[src/pkg/mid_pkg.sv]
// Constants, types and state layout of the data-move decoder
package mid_pkg;

  // ==========================================================
  // Widths
  localparam int MID_WORD_W = 16;
  localparam int MID_DATA_W = 8;
  localparam int MID_ADDR_W = 12;

  // ==========================================================
  // Opcode fields
  localparam logic [7:0] MID_OPC_LDBANK = 8'h01;
  localparam logic [7:0] MID_OPC_LDWORK = 8'h0E;
  localparam logic [6:0] MID_OPC_STORE  = 7'h37;
  localparam logic [3:0] MID_OPC_FF_SRC = 4'hC;
  localparam logic [3:0] MID_OPC_FF_DST = 4'hF;

  // ==========================================================
  // Access bank layout
  localparam logic [7:0] MID_ACC_SPLIT   = 8'h80;
  localparam logic [3:0] MID_ACC_LO_PAGE = 4'h0;
  localparam logic [3:0] MID_ACC_HI_PAGE = 4'hF;

  // ==========================================================
  // Special file addresses (defaults of top-level parameters)
  localparam logic [11:0] MID_DEF_PC_LOW_BYTE_ADDR     = 12'hFF9;
  localparam logic [11:0] MID_DEF_STACK_TOP_LOW_ADDR   = 12'hFFD;
  localparam logic [11:0] MID_DEF_STACK_TOP_HIGH_ADDR  = 12'hFFE;
  localparam logic [11:0] MID_DEF_STACK_TOP_UPPER_ADDR = 12'hFFF;
  localparam logic [11:0] MID_DEF_WORK_ADDR            = 12'hFE8;

  // ==========================================================
  // Reset values
  localparam logic [7:0]  MID_RST_BANK = 8'h00;
  localparam logic [7:0]  MID_RST_WORK = 8'h00;
  localparam logic [11:0] MID_RST_ADDR = 12'h000;
  localparam logic [15:0] MID_RST_WORD = 16'h0000;

  // ==========================================================
  // Types
  typedef enum logic [1:0] {
    MID_Q1,
    MID_Q2,
    MID_Q3,
    MID_Q4
  } mid_phase_t;

  typedef enum logic [2:0] {
    MID_OP_NONE,
    MID_OP_LDBANK,
    MID_OP_LDWORK,
    MID_OP_STORE,
    MID_OP_FF_SRC,
    MID_OP_FF_DST
  } mid_op_t;

  typedef struct packed {
    logic [MID_ADDR_W-1:0] addr;
    logic                  rd;
    logic                  wr;
    logic [MID_DATA_W-1:0] wdata;
  } mid_mem_req_t;

  typedef struct packed {
    mid_phase_t            phase;
    mid_op_t               op;
    logic [MID_WORD_W-1:0] word;
    logic                  ff_pending;
    logic [MID_DATA_W-1:0] src_data;
    logic [MID_DATA_W-1:0] bank;
    logic [MID_DATA_W-1:0] work;
    mid_mem_req_t          mem;
    logic                  taken;
    logic                  refused;
    logic                  broken_pair;
  } mid_state_t;

endpackage

[src/mid_addr_gen.sv]
// Data address former for banked and access-bank file operands
module mid_addr_gen
  import mid_pkg::*;
(
  input  wire logic                  bank_mode,
  input  wire logic [MID_DATA_W-1:0] bank_sel,
  input  wire logic [7:0]            file_field,
  output logic      [MID_ADDR_W-1:0] data_addr
);

  always_comb begin
    if (bank_mode) begin
      // Bank select supplies the page, field the offset
      data_addr = {bank_sel[3:0], file_field};
    end else if (file_field < MID_ACC_SPLIT) begin
      data_addr = {MID_ACC_LO_PAGE, file_field};
    end else begin
      data_addr = {MID_ACC_HI_PAGE, file_field};
    end
  end

endmodule

[src/mid_core.sv]
// Decode and execute of literal, store and file-to-file data moves
module mid_core
  import mid_pkg::*;
#(
  parameter logic [MID_ADDR_W-1:0] PC_LOW_BYTE_ADDR     = MID_DEF_PC_LOW_BYTE_ADDR,
  parameter logic [MID_ADDR_W-1:0] STACK_TOP_LOW_ADDR   = MID_DEF_STACK_TOP_LOW_ADDR,
  parameter logic [MID_ADDR_W-1:0] STACK_TOP_HIGH_ADDR  = MID_DEF_STACK_TOP_HIGH_ADDR,
  parameter logic [MID_ADDR_W-1:0] STACK_TOP_UPPER_ADDR = MID_DEF_STACK_TOP_UPPER_ADDR,
  parameter logic [MID_ADDR_W-1:0] WORK_ADDR            = MID_DEF_WORK_ADDR
)
(
  input  wire logic                  mclk,
  input  wire logic                  arst_n,
  input  wire logic                  instr_valid,
  input  wire logic [MID_WORD_W-1:0] instr_word,
  input  wire logic [MID_DATA_W-1:0] mem_rdata,
  output logic      [1:0]            q_phase_ff,
  output logic                       instr_taken_ff,
  output logic      [MID_ADDR_W-1:0] mem_addr_ff,
  output logic                       mem_rd_ff,
  output logic                       mem_wr_ff,
  output logic      [MID_DATA_W-1:0] mem_wdata_ff,
  output logic      [MID_DATA_W-1:0] bank_select_reg_ff,
  output logic      [MID_DATA_W-1:0] work_reg_ff,
  output logic                       dest_refused_ff,
  output logic                       broken_pair_ff
);

  // ==========================================================
  // Decode helpers
  function automatic mid_op_t mid_decode(input logic [MID_WORD_W-1:0] w,
                                         input logic                  pend);
    mid_op_t op;
    op = MID_OP_NONE;
    // Second word of a pending move outranks every other decode
    if (pend && (w[15:12] == MID_OPC_FF_DST)) begin
      op = MID_OP_FF_DST;
    end else if (w[15:8] == MID_OPC_LDBANK) begin
      op = MID_OP_LDBANK;
    end else if (w[15:8] == MID_OPC_LDWORK) begin
      op = MID_OP_LDWORK;
    end else if (w[15:9] == MID_OPC_STORE) begin
      op = MID_OP_STORE;
    end else if (w[15:12] == MID_OPC_FF_SRC) begin
      op = MID_OP_FF_SRC;
    end
    return op;
  endfunction

  function automatic logic mid_protected(input logic [MID_ADDR_W-1:0] a);
    return (a == PC_LOW_BYTE_ADDR) || (a == STACK_TOP_LOW_ADDR) ||
           (a == STACK_TOP_HIGH_ADDR) || (a == STACK_TOP_UPPER_ADDR);
  endfunction

  function automatic logic mid_is_work(input logic [MID_ADDR_W-1:0] a);
    return a == WORK_ADDR;
  endfunction

  // ==========================================================
  // State
  mid_state_t            st_ff;
  mid_state_t            nxt_st;
  mid_op_t               in_op;
  logic [MID_ADDR_W-1:0] store_addr;
  logic [MID_ADDR_W-1:0] dst_addr;
  logic                  src_is_work;
  logic                  dst_is_work;

  // ==========================================================
  // Operand addresses
  assign in_op       = mid_decode(instr_word, st_ff.ff_pending);
  assign dst_addr    = st_ff.word[MID_ADDR_W-1:0];
  assign src_is_work = mid_is_work(st_ff.mem.addr);
  assign dst_is_work = mid_is_work(dst_addr);

  mid_addr_gen u_addr_gen (
    .bank_mode  (instr_word[8]),
    .bank_sel   (st_ff.bank),
    .file_field (instr_word[7:0]),
    .data_addr  (store_addr)
  );

  // ==========================================================
  // Phase sequencer and execute
  always_comb begin
    nxt_st = st_ff;
    // Pulses stand one cycle unless set again below
    nxt_st.taken = 1'b0;
    nxt_st.refused = 1'b0;
    nxt_st.broken_pair = 1'b0;
    case (st_ff.phase)
      MID_Q1: begin
        // Decode: take a word, issue the operand read for Q2
        nxt_st.phase = MID_Q2;
        nxt_st.mem.wr = 1'b0;
        nxt_st.op = MID_OP_NONE;
        if (instr_valid) begin
          nxt_st.taken = 1'b1;
          nxt_st.word = instr_word;
          nxt_st.op = in_op;
          if (st_ff.ff_pending && (in_op != MID_OP_FF_DST)) begin
            nxt_st.broken_pair = 1'b1;
            nxt_st.src_data = MID_RST_WORK;
          end
          nxt_st.ff_pending = 1'b0;
          if (in_op == MID_OP_STORE) begin
            nxt_st.mem.addr = store_addr;
            nxt_st.mem.rd = 1'b1;
          end else if (in_op == MID_OP_FF_SRC) begin
            nxt_st.mem.addr = instr_word[MID_ADDR_W-1:0];
            nxt_st.mem.rd = 1'b1;
          end
        end
      end
      MID_Q2: begin
        // Read: sample the source byte of a file move
        nxt_st.phase = MID_Q3;
        nxt_st.mem.rd = 1'b0;
        if (st_ff.op == MID_OP_FF_SRC) begin
          if (src_is_work) begin
            nxt_st.src_data = st_ff.work;
          end else begin
            nxt_st.src_data = mem_rdata;
          end
        end
      end
      MID_Q3: begin
        // Process: prepare the destination write for Q4
        nxt_st.phase = MID_Q4;
        case (st_ff.op)
          MID_OP_LDBANK: begin
            nxt_st.bank = st_ff.word[7:0];
          end
          MID_OP_LDWORK: begin
            nxt_st.work = st_ff.word[7:0];
          end
          MID_OP_STORE: begin
            nxt_st.mem.wr = 1'b1;
            nxt_st.mem.wdata = st_ff.work;
          end
          MID_OP_FF_DST: begin
            if (mid_protected(dst_addr)) begin
              nxt_st.refused = 1'b1;
            end else begin
              nxt_st.mem.addr = dst_addr;
              nxt_st.mem.wr = 1'b1;
              nxt_st.mem.wdata = st_ff.src_data;
              if (dst_is_work) begin
                nxt_st.work = st_ff.src_data;
              end
            end
          end
          default: begin
          end
        endcase
      end
      MID_Q4: begin
        // Write: strobe drops at the end of Q4
        nxt_st.phase = MID_Q1;
        nxt_st.mem.wr = 1'b0;
        if (st_ff.op == MID_OP_FF_SRC) begin
          nxt_st.ff_pending = 1'b1;
        end
      end
      default: begin
        nxt_st.phase = MID_Q1;
      end
    endcase
  end

  // ==========================================================
  // State register
  always_ff @(posedge mclk or negedge arst_n) begin
    if (!arst_n) begin
      st_ff.phase       <= MID_Q1;
      st_ff.op          <= MID_OP_NONE;
      st_ff.word        <= MID_RST_WORD;
      st_ff.ff_pending  <= 1'b0;
      st_ff.src_data    <= MID_RST_WORK;
      st_ff.bank        <= MID_RST_BANK;
      st_ff.work        <= MID_RST_WORK;
      st_ff.mem.addr    <= MID_RST_ADDR;
      st_ff.mem.rd      <= 1'b0;
      st_ff.mem.wr      <= 1'b0;
      st_ff.mem.wdata   <= MID_RST_WORK;
      st_ff.taken       <= 1'b0;
      st_ff.refused     <= 1'b0;
      st_ff.broken_pair <= 1'b0;
    end else begin
      st_ff <= nxt_st;
    end
  end

  // ==========================================================
  // Outputs
  // Instruction port
  assign q_phase_ff         = st_ff.phase;
  assign instr_taken_ff     = st_ff.taken;

  // Data memory port
  assign mem_addr_ff        = st_ff.mem.addr;
  assign mem_rd_ff          = st_ff.mem.rd;
  assign mem_wr_ff          = st_ff.mem.wr;
  assign mem_wdata_ff       = st_ff.mem.wdata;

  // Core registers
  assign bank_select_reg_ff = st_ff.bank;
  assign work_reg_ff        = st_ff.work;

  // One-cycle flags
  assign dest_refused_ff    = st_ff.refused;
  assign broken_pair_ff     = st_ff.broken_pair;

endmodule

[config.mk]
export PLATFORM = sky130hd
export DESIGN_NAME = mid_core
export DESIGN_NICKNAME = d
export VERILOG_FILES = /design/src/pkg/mid_pkg.sv /design/src/mid_addr_gen.sv /design/src/mid_core.sv
export SDC_FILE = /design/constraint.sdc
export NUM_CORES = 1
export LEC_CHECK = 0
export BUFFER_PORTS_ARGS = -buffer_cell sky130_fd_sc_hd__buf_4
export CORE_ASPECT_RATIO = 1.75
export CORE_UTILIZATION = 35
export DETAILED_ROUTE_END_ITERATION = 10
export GPL_TIMING_DRIVEN = 0
export PLACE_DENSITY_LB_ADDON = 0.3
export SETUP_SLACK_MARGIN = 0.15
export SKIP_LAST_GASP = 1
export SLEW_MARGIN = 20
export SYNTH_ARGS = -nofsm -noshare
export SYNTH_HDL_FRONTEND = slang
export SYNTH_SLANG_ARGS = --single-unit
[constraint.sdc]
create_clock -name mclk -period 2.3 [get_ports mclk]
set_clock_uncertainty 0.15 [all_clocks]
set_input_delay 0.345 -clock mclk [delete_from_list [all_inputs] [get_ports mclk]]
set_output_delay 0.345 -clock mclk [all_outputs]
set_load 0.02 [all_outputs]
Word level (Yosys, flattened, before mapping) --
Cells that the tools add are included.
Storage, ports and cells: register bits after elaboration 71, latch bits 0, RAM bits 0, bits in read-only memories 0, input bits 27, output and inout bits 43, logic and storage cells 105, memories kept 0
Operators by class: add/sub/neg operators 0, multipliers 0, divide/modulo/power cells 0, $lt $le $gt $ge 1, eq/ne operators 33, shift operators 0, muxes and demuxes 35, bitwise operators 0, reductions and logical operators 22
Operators with widths (count):
- $eq 12x12->1 const B | 6
- $mux 13 | 3
- $mux 12 | 3
- $mux 8 | 4
- $pmux 8 s2 | 2
- $mux 28 | 1
- $pmux 12 s2 | 1
- $mux 20 | 1
- $pmux 9 s2 | 1
- $mux 3 | 5
- $ne 2x2->1 const B | 7
- $reduce_and 3->1 | 4
- $reduce_bool 2->1 | 6
- $eq 3x2->1 const B | 3
- $eq 3x3->1 const B | 3
- $mux 1 | 9
- $mux 9 | 1
- $ne 3x3->1 const B | 3
- $eq 4x4->1 const B | 2
- $eq 8x1->1 const B | 1
- $eq 8x4->1 const B | 1
- $lt 8x8->1 const B | 1
- $pmux 2 s4 | 1
- $reduce_and 4->1 | 2
- other kinds (13) | 20

Depth between registers and ports, before layout --
Gate-level depths: netlist (run 1).
depth after elaboration 11, gate-level depth with buffers 8

Hierarchy --
Synthesis (run 1) repeated with hierarchy kept, for this count alone.
Unflattened totals: cells, all modules 370, area, all modules 3648.5 um2
By module, submodules not included:
- mid_core | instances 1, cells an instance 358, area each 3543.4 um2, sequential area each 1676.6 um2
- mid_addr_gen | instances 1, cells an instance 12, area each 105.1 um2, sequential area each 0.0 um2

Least setup slack after synthesis (run 1) --
OpenSTA, ideal clock, no wires.
kind register to register, start point reg st_ff, in the netlist q_phase_ff[0], end point reg st_ff, in the netlist mem_addr_ff[0], library setup time 0.125 ns, arrival 1.846 ns, data required time 2.025 ns, setup slack 0.178 ns, stages on the path, launching flop included 9, path buffers 2, clock period less this slack 2.122 ns, path through dfrtp_1 > inv_1 > ha_1 > clkbuf_1 > nand2_1 > nor4b_1 > nor3_2 > buf_6 > mux2_4
Between the ends: word-level cells in the longest chain between the ends 3, elaborated cells on any way between the ends 9
RTL lines:
- start, declared | line mid_core.sv:61 | mid_state_t st_ff;
- start signal, assigned | line mid_core.sv:190 | st_ff <= nxt_st;
- $eq 2x2->1 or $logic_not 2->1 (tied branches) | line mid_core.sv:91 | case (st_ff.phase)
- $ne 2x1->1 (no line), or another cell as far along
- $reduce_and 5->1 (no line)
Several ways; a longest one is shown, not always the timed one. A chain may end at the register's enable or synchronous reset.

Final worst setup path (run 1) --
start point reg st_ff, in the netlist q_phase_ff[1], end point reg st_ff, in the netlist mem_addr_ff[3]
Same word-level chain as after synthesis.

==> flow_summary.ini, run 1 <==
[power]
p_leak_nw = 2.358
ir_worst_vdd_mv = 0.3965
switching_share = 0.2431
p_int_w = 0.002349
power_frac_seq = 0.430
switchingPower_w = 0.0007544
p_per_area_nw_per_um2 = 642.0
pwr-share-clk = 0.442
p_comb_frac = 0.128

[yosys]
synth_top_family_by_area = multiplexers
synth_cell_types = 50
yosys.area_share.simple = 0.09681
synth_edf_count = 0
synthMuxAreaShare = 0.2442
synth_xor_area_frac = 0.002378
synth-adder-area-share = 0.01359
netlist_area_um2 = 3684
synth_compound_area_frac = 0.08152
ys_seq_area_frac = 0.4552
synth_ff_type = dfrtp_1
syn_inst = 309
yosys_warnings = 0
synth.avg_cell_area_um2 = 11.92
synth_nets = 340
async_reset_ff_frac = 1.000
ys_ff_latch = 67

[critical_path]
crit_path_top_delay_cell = dfrtp_1
rrSetupSlack_ns = 0.18
start_kind = register
path_cells = inv_2 -> ha_4 -> buf_6 -> nand2b_4 -> a22o_1 -> nor3_4 -> buf_4 -> mux2_2
worstSetupPathType = reg -> reg
critPathMaxStageDelay_ns = 0.38
crit_fanout = 5
path_delay_family = simple AND/OR/NAND/NOR gates
cp-startpoint = q_phase_ff[1]
r2r-start = q_phase_ff[1]
required_ns = 2.37
crit_buf_inv = 3
cp.arrival_ns = 2.19
end_kind = register

[routing]
wl_um = 8798
met2WireLength_um = 4826
routedWlPerCell_um = 16.57
vias = 2648
first_pass_iters = 4
drt_iter0_markers = 167
drc = 0
wl_met3_um = 349
ant_nets = 0
top_layer_used = met4
vias_per_cell = 4.987
wl_met1_um = 3356

[timing]
slew_headroom = 0.4172
worstMarginPinSlew_ns = 0.8741
setup_viol = 0
fin_crit_sh = 0.9239
rsz0062_at_grt = true
fin_setup_tns_ns = 0
min_period_ns = 2.125
layout_setup_ws_ns = 0.1751
fmax_mhz = 470.6
finalHoldViolations = 31
slew_viol_final = 0
holdWs_ns = -0.04288

[final_layout]
drive_above_1_share = 0.5569
diodes = 0
final_cell_mix = buf_4 (118), dfrtp_1 (67), mux2_2 (59)
layout_commonest_cell = buf_4
area_growth_pct = 31.25
fill_cells = 939
fin_util = 0.4722
fin_nets = 430

[global_routing]
grt_pass1_vias = 2665
grt_max_degree = 68
track_usage = 0.1763
grt_pass1_wl_um = 14230
overflow = 0
antenna_found_initial = 0

[placement]
preCtsSetupSlack_ns = -0.2071
dp_hpwl_um = 6211
io_buffers = 68
gp_congestion = 0.8029

[clocking]
cts.path.max_buffers = 2
cts.sinks = 67
cts_buffers = 9
postCtsHoldBufs = 0
clk_pin_slew_ns = 0.05
clk_latency_ns = 0.34
cts_tree = yes
htree_levels = 3
cts_root_buf = clkbuf_16

[floorplanning]
initial_core_util = 0.3598
rows = 49
die_x_um = 79.55
coreArea_um2 = 10240
die_y_um = 137.7
die_area_um2 = 10950
ioPinCount = 70

[flow_run]
max_cap_viol_count = 0

[min_path]
hold_path.class = in -> async

[outcome]
status = complete, but fails checks
violations = hold timing
## final cells by class
| class | count | area (um^2) | share of cell area |
|---|---|---|---|
| timing repair buffer | 79 | 606.8 | 0.1255 |
| tap | 127 | 158.9 | 0.03287 |
| inverter | 12 | 45.04 | 0.009317 |
| buffer | 50 | 362.8 | 0.07505 |
| clock buffer | 12 | 246.5 | 0.05098 |
| sequential | 67 | 1677 | 0.3468 |
| multi-input combinational | 180 | 1688 | 0.3491 |
| clock inverter | 4 | 50.05 | 0.01035 |
## worst register-to-register path: stages, from the launching register on
cell,delay [ns]
dfrtp_1,0.38
inv_2,0.07
ha_4,0.16
buf_6,0.13
nand2b_4,0.13
a22o_1,0.22
nor3_4,0.28
buf_4,0.18
mux2_2,0.32
## kinds of logic after synthesis
kind of cell	Yosys count
and+or+nand+nor	60
muxes	78
adders and majority gates	4
buffers and inverters	62
AOI/OAI and AO/OA	37
xor gates and xnor gates	1
DFF	67
## repair_timing
item / in CTS / in global routing
pin swaps: 3 / 2
gates cloned: 1 / 1
buffers inserted: 7 / 2
gates resized for setup: 12 / 13
endpoints found under the setup margin: 45 / 45
hold endpoints to repair: 0 / 0
## power by group through the flow
stage	Sequential [W]	Combinational (W)	Clock [W]
floorplan	0.00132	0.000247	0
global placement	0.00135	0.000389	0
detailed placement	0.00135	0.000397	0
CTS	0.00133	0.000402	0.00139
global route	0.00135	0.000434	0.00147
finish	0.00133	0.000398	0.00137
## path summary, 6_finish.rpt
kind | to | cells after the start
setup / recovery | mem_addr_ff[3] | 8
hold / removal | broken_pair_ff | 1
hold reg to reg | mem_wdata_ff[1] | 1
min in group mclk | dst_addr[1] | 2
max in group asynchronous | bank_select_reg_ff[7] | 1
setup reg to reg | mem_addr_ff[3] | 8
## synth_stat cells, drive strengths merged (3+ instances only)
cell type,instances,share of area
mux2,68,0.22
a22o,3,0.0071
nand4,6,0.010
nor2,10,0.010
clkbuf,6,0.0065
nand3,7,0.0095
dfrtp,67,0.46
buf,44,0.088
nor3,4,0.011
a311o,4,0.011
o21ai,9,0.013
nand2b,6,0.010
mux2i,10,0.027
o2bb2ai,10,0.025
nand2,13,0.013
ha,4,0.014
inv,11,0.011
## through the flow
stage                     instances  cell area (um^2)  power [W]
after floorplan                 309              3684   0.001572
after global placement          504              4353   0.001739
after detailed placement        504              4353   0.001750
after CTS                       528              4765   0.003131
after global routing            531              4835   0.003248
final                           531              4835   0.003104
## layer usage
layer | up-vias | GRT usage
met5 | - | 0
met1 | 1303 | 0.2041
met4 | 0 | 0.1010
met2 | 74 | 0.3029
met3 | 21 | 0.02848
li1 | 1250 | -
## sequential cells by signal, indices dropped and copies added, names as in the netlist, 2 cells and up
register            cells
bank_select_reg_ff      8
dst_addr               12
mem_addr_ff            12
mem_wdata_ff            8
q_phase_ff              2
st_ff                  12
work_reg_ff             8
No activity file was read; power rests on OpenSTA's default activity.
==> inputs of run 2 (changes only) <==
- HOLD_SLACK_MARGIN: unset -> 0.03
==> flow_summary.ini, run 2 (synthesis gave the netlist of run 1 again) <==
[outcome]
status = finished, final reports clean

[critical_path]
crit_fanout = 5
reg2reg_depth = 8
cp-startpoint = q_phase_ff[1]
crit_path_top_delay_cell = dfrtp_1
required_ns = 2.37
r2r-start = q_phase_ff[1]
worstSetupEndpoint = mem_addr_ff[3]
rrSetupSlack_ns = 0.17
timing.rr.end = mem_addr_ff[3]
path_cells = inv_2 -> ha_4 -> buf_6 -> nand2b_4 -> a22o_1 -> nor3_4 -> buf_4 -> mux2_2
end_kind = register
cp.arrival_ns = 2.19
start_kind = register
critPathMaxStageDelay_ns = 0.38
worstSetupPathType = reg -> reg

[final_layout]
drive_above_1_share = 0.5556
layout_commonest_cell = buf_4
fill_cells = 941
diodes = 0
area_growth_pct = 31.52
final_cell_mix = buf_4 (118), dfrtp_1 (67), mux2_2 (59)
fin_nets = 431
multi_input_area_um2 = 1688
stdcell_count = 532
regArea_um2 = 1677

[placement]
io_buffers = 68
dp.cells = 504
preCtsSetupSlack_ns = -0.2071
dp_hpwl_um = 6211
gp_congestion = 0.8029

[floorplanning]
die_x_um = 79.55
coreArea_um2 = 10240
initial_core_util = 0.3598
ioPinCount = 70
die_y_um = 137.7
die_area_um2 = 10950
rows = 49

[timing]
slew_headroom = 0.4131
slew_viol_final = 0
setup_viol = 0
worstMarginPinSlew_ns = 0.8804
rsz0062_at_grt = true
finalHoldViolations = 0
fin_setup_tns_ns = 0
layout_setup_ws_ns = 0.1745
fmax_mhz = 470.5
fin_crit_sh = 0.9241
min_period_ns = 2.125

[min_path]
hold_path.class = in -> reg

[clocking]
cts_tree = yes
cts_buffers = 9
cts.sinks = 67
cts_root_buf = clkbuf_16
htree_levels = 3
clk_latency_ns = 0.33
cts.path.max_buffers = 2
clk_pin_slew_ns = 0.06

[flow_run]
max_cap_viol_count = 0

[power]
p_int_w = 0.002350
ir_worst_vdd_mv = 0.3960
p_per_area_nw_per_um2 = 640.5
p_comb_frac = 0.129
pwr-share-clk = 0.442
power_frac_seq = 0.430
switching_share = 0.2426
p_leak_nw = 2.362
switchingPower_w = 0.0007527

[global_routing]
antenna_found_initial = 0
track_usage = 0.1763
overflow = 0
grt_max_degree = 68
grt_pass1_wl_um = 14230
grt_pass1_vias = 2667

[routing]
vias = 2629
routedWlPerCell_um = 16.54
drc = 0
ant_nets = 0
drt_iter0_markers = 152
wl_um = 8800
first_pass_iters = 4
vias_per_cell = 4.942
[run 2: layout make-up]
| cell class | instances | share of cell area |
|---|---|---|
| Buffer | 50 | 0.07490 |
| Clock buffer | 12 | 0.05088 |
| Clock inverter | 4 | 0.01033 |
| Inverter | 12 | 0.009298 |
| Multi-Input combinational cell | 180 | 0.3484 |
| Sequential cell | 67 | 0.3461 |
| Tap cell | 127 | 0.03280 |
| Timing Repair Buffer | 80 | 0.1273 |
[run 2: worst min-delay path by stage]
stage,from,end,slack (ns),depth (start not counted)
detailed placement,bank_select_reg_ff[7],bank_select_reg_ff[7],0.35,1
floorplan,arst_n,bank_select_reg_ff[0],-0.10,0
CTS,instr_word[1],dst_addr[1],0.10,2
global route,instr_word[1],dst_addr[1],0.11,2
global placement,st_ff[43],st_ff[43],0.34,1
finish,instr_word[1],dst_addr[1],0.11,2
[run 2: timing repair]
action,4_1_cts,5_1_grt
endpoints found under the hold margin,67,0
resized for setup,12,13
cloned,1,1
setup buffers,7,2
pin swaps,3,2
hold buffers,1,0
setup endpoints to repair,45,45
[run 2: critical path: cells and delay by family, from the launching register on]
kind	cells	cell delay, ns
compound gates	1	0.22
fa+ha+maj	1	0.16
buf+inv	3	0.37
flops	1	0.38
mux	1	0.32
simple gates	2	0.40
[run 2: stage by stage]
stage | util | power (W) | hold slack, ns | area, um^2
after floorplan | - | 0.001572 | -0.1006 | 3684
after global placement | 0.4252 | 0.001739 | 0.3374 | 4353
after detailed placement | 0.4252 | 0.001750 | 0.3485 | 4353
after CTS | 0.4663 | 0.003132 | 0.1023 | 4775
after global routing | 0.4732 | 0.003249 | 0.1055 | 4845
final | 0.4732 | 0.003103 | 0.1086 | 4845
[run 2: power by group through the flow]
stage / combinational (W) / sequential, W / clock (W)
final: 0.000400 / 0.00133 / 0.00137
after global routing: 0.000436 / 0.00135 / 0.00147
after CTS: 0.000404 / 0.00133 / 0.00139
after detailed placement: 0.000397 / 0.00135 / 0
after global placement: 0.000389 / 0.00135 / 0
after floorplan: 0.000247 / 0.00132 / 0
[run 2: layer usage]
layer	vias to the layer above	track usage	share of wire
met3	17	0.02848	0.034
met1	1299	0.2041	0.39
met4	0	0.1010	0.027
met5	-	0	0
met2	64	0.3029	0.55
li1	1249	-	-
==> inputs of run 3 (changes only) <==
- clock period: 2.3 -> 2.4 ns (I/O delays scaled with it)
==> flow_summary.ini, run 3 (synthesis gave the netlist of run 1 again) <==
[final_layout]
drive_above_1_share = 0.5362
area_growth_pct = 29.48
diodes = 0
fin_nets = 427
final_cell_mix = buf_4 (113), dfrtp_1 (67), mux2_2 (59)
layout_commonest_cell = buf_4
fill_cells = 956

[floorplanning]
initial_core_util = 0.3598
ioPinCount = 70
die_area_um2 = 10950
rows = 49
die_y_um = 137.7
coreArea_um2 = 10240
die_x_um = 79.55

[timing]
setup_viol = 0
worstMarginPinSlew_ns = 0.8841
fmax_mhz = 460.0
layout_setup_ws_ns = 0.2260
holdWs_ns = 0.1219
rsz0062_at_grt = false
fin_crit_sh = 0.9058
slew_headroom = 0.4106
finalHoldViolations = 0
min_period_ns = 2.174
slew_viol_final = 0

[routing]
routedWlPerCell_um = 16.38
first_pass_iters = 4
wl_met3_um = 298
vias = 2628
drc = 0
met2WireLength_um = 4726
vias_per_cell = 4.977
top_layer_used = met4
drt_iter0_markers = 163
wl_um = 8650
wl_met1_um = 3365
ant_nets = 0

[global_routing]
grt_max_degree = 68
antenna_found_initial = 0
overflow = 0
track_usage = 0.1754
grt_pass1_vias = 2657
grt_pass1_wl_um = 14150

[power]
power_frac_seq = 0.429
p_comb_frac = 0.128
p_per_area_nw_per_um2 = 623.8
p_int_w = 0.002252
p_leak_nw = 2.337
switching_share = 0.2430
ir_worst_vdd_mv = 0.3803
pwr-share-clk = 0.442
switchingPower_w = 0.0007231

[clocking]
clk_latency_ns = 0.34
cts.path.max_buffers = 2
cts_tree = yes
cts_root_buf = clkbuf_16
cts.sinks = 67
cts_buffers = 9
htree_levels = 3
clk_pin_slew_ns = 0.06

[placement]
io_buffers = 68
preCtsSetupSlack_ns = -0.1071
dp_hpwl_um = 6211
gp_congestion = 0.8029

[critical_path]
cp.arrival_ns = 2.24
crit_path_top_delay_cell = dfrtp_1
path_cells = inv_2 -> ha_1 -> buf_6 -> nand2b_1 -> a22o_1 -> nor3_4 -> buf_6 -> mux2_4
worstSetupPathType = reg -> reg
end_kind = register
crit_buf_inv = 3
cp_common_cell = buf_6
start_kind = register
critPathMaxStageDelay_ns = 0.39
required_ns = 2.47
path_delay_family = simple AND/OR/NAND/NOR gates
crit_fanout = 9

[outcome]
status = finished, final reports clean

[flow_run]
max_cap_viol_count = 0

[min_path]
hold_path.class = in -> reg
==> run 3: path summary, 6_finish.rpt <==
check,from,to,slack (ns),cells past startpoint
worst max-delay path,q_phase_ff[1],mem_addr_ff[4],0.23,8
worst min-delay path,instr_word[0],dst_addr[0],0.12,2
worst max register to register,q_phase_ff[1],mem_addr_ff[4],0.23,8
worst min register to register,mem_wdata_ff[1],mem_wdata_ff[1],0.36,1
max in group asynchronous,arst_n,bank_select_reg_ff[7],0.97,2
min in group asynchronous,arst_n,broken_pair_ff,0.52,2
==> run 3: repair_timing <==
item | CTS | global route
setup endpoints to repair | 45 | 37
hold buffers | 1 | 0
pin swaps | 2 | 3
resized for setup | 7 | 8
cloned | 1 | 0
endpoints found under the hold margin | 10 | 0
setup buffers | 3 | 3
==> run 3: power by group through the flow <==
stage	Clock, W	Sequential (W)	Combinational (W)
5_1_grt	0.00141	0.00129	0.000417
3_5_place_dp	0	0.00130	0.000381
6_report	0.00132	0.00128	0.000382
2_1_floorplan	0	0.00127	0.000236
3_3_place_gp	0	0.00129	0.000373
4_1_cts	0.00134	0.00128	0.000385
==> run 3: worst register-to-register path, delay by kind of cell, from the launching register on <==
kind	cells	cell delay, ns
buffers and inverters	3	0.39
AND/OR/NAND/NOR	2	0.42
flip-flops	1	0.39
AO/OA/AOI/OAI	1	0.23
adder cells (fa/ha/maj)	1	0.18
multiplexers	1	0.30
==> run 3: cell type report <==
class                      instances  area, um^2  share of cell area
buffer                            50       359.1             0.07529
clock buffer                      12       246.5             0.05168
clock inverter                     4       50.05             0.01049
inverter                          12       45.04            0.009444
multi-input combinational        180        1644              0.3447
sequential                        67        1677              0.3515
tap                              127       158.9             0.03332
timing repair buffer              76       589.3              0.1236
==> run 3: metal layers <==
| metal | global-route usage | vias up |
|---|---|---|
| met5 | 0 | - |
| met4 | 0.09899 | 0 |
| met3 | 0.02649 | 19 |
| met2 | 0.3025 | 65 |
| met1 | 0.2038 | 1296 |
| li1 | - | 1248 |
==> run 3: per-stage QoR <==
| stage | instances | setup TNS, ns | total power [W] | area, um^2 | util |
|---|---|---|---|---|---|
| after floorplan | 309 | 0 | 0.001506 | 3684 | - |
| after global placement | 504 | -1.193 | 0.001666 | 4353 | 0.4252 |
| after detailed placement | 504 | -0.8964 | 0.001678 | 4353 | 0.4252 |
| after CTS | 525 | 0 | 0.002999 | 4712 | 0.4602 |
| after global routing | 528 | 0 | 0.003113 | 4770 | 0.4658 |
| final | 528 | 0 | 0.002975 | 4770 | 0.4658 |
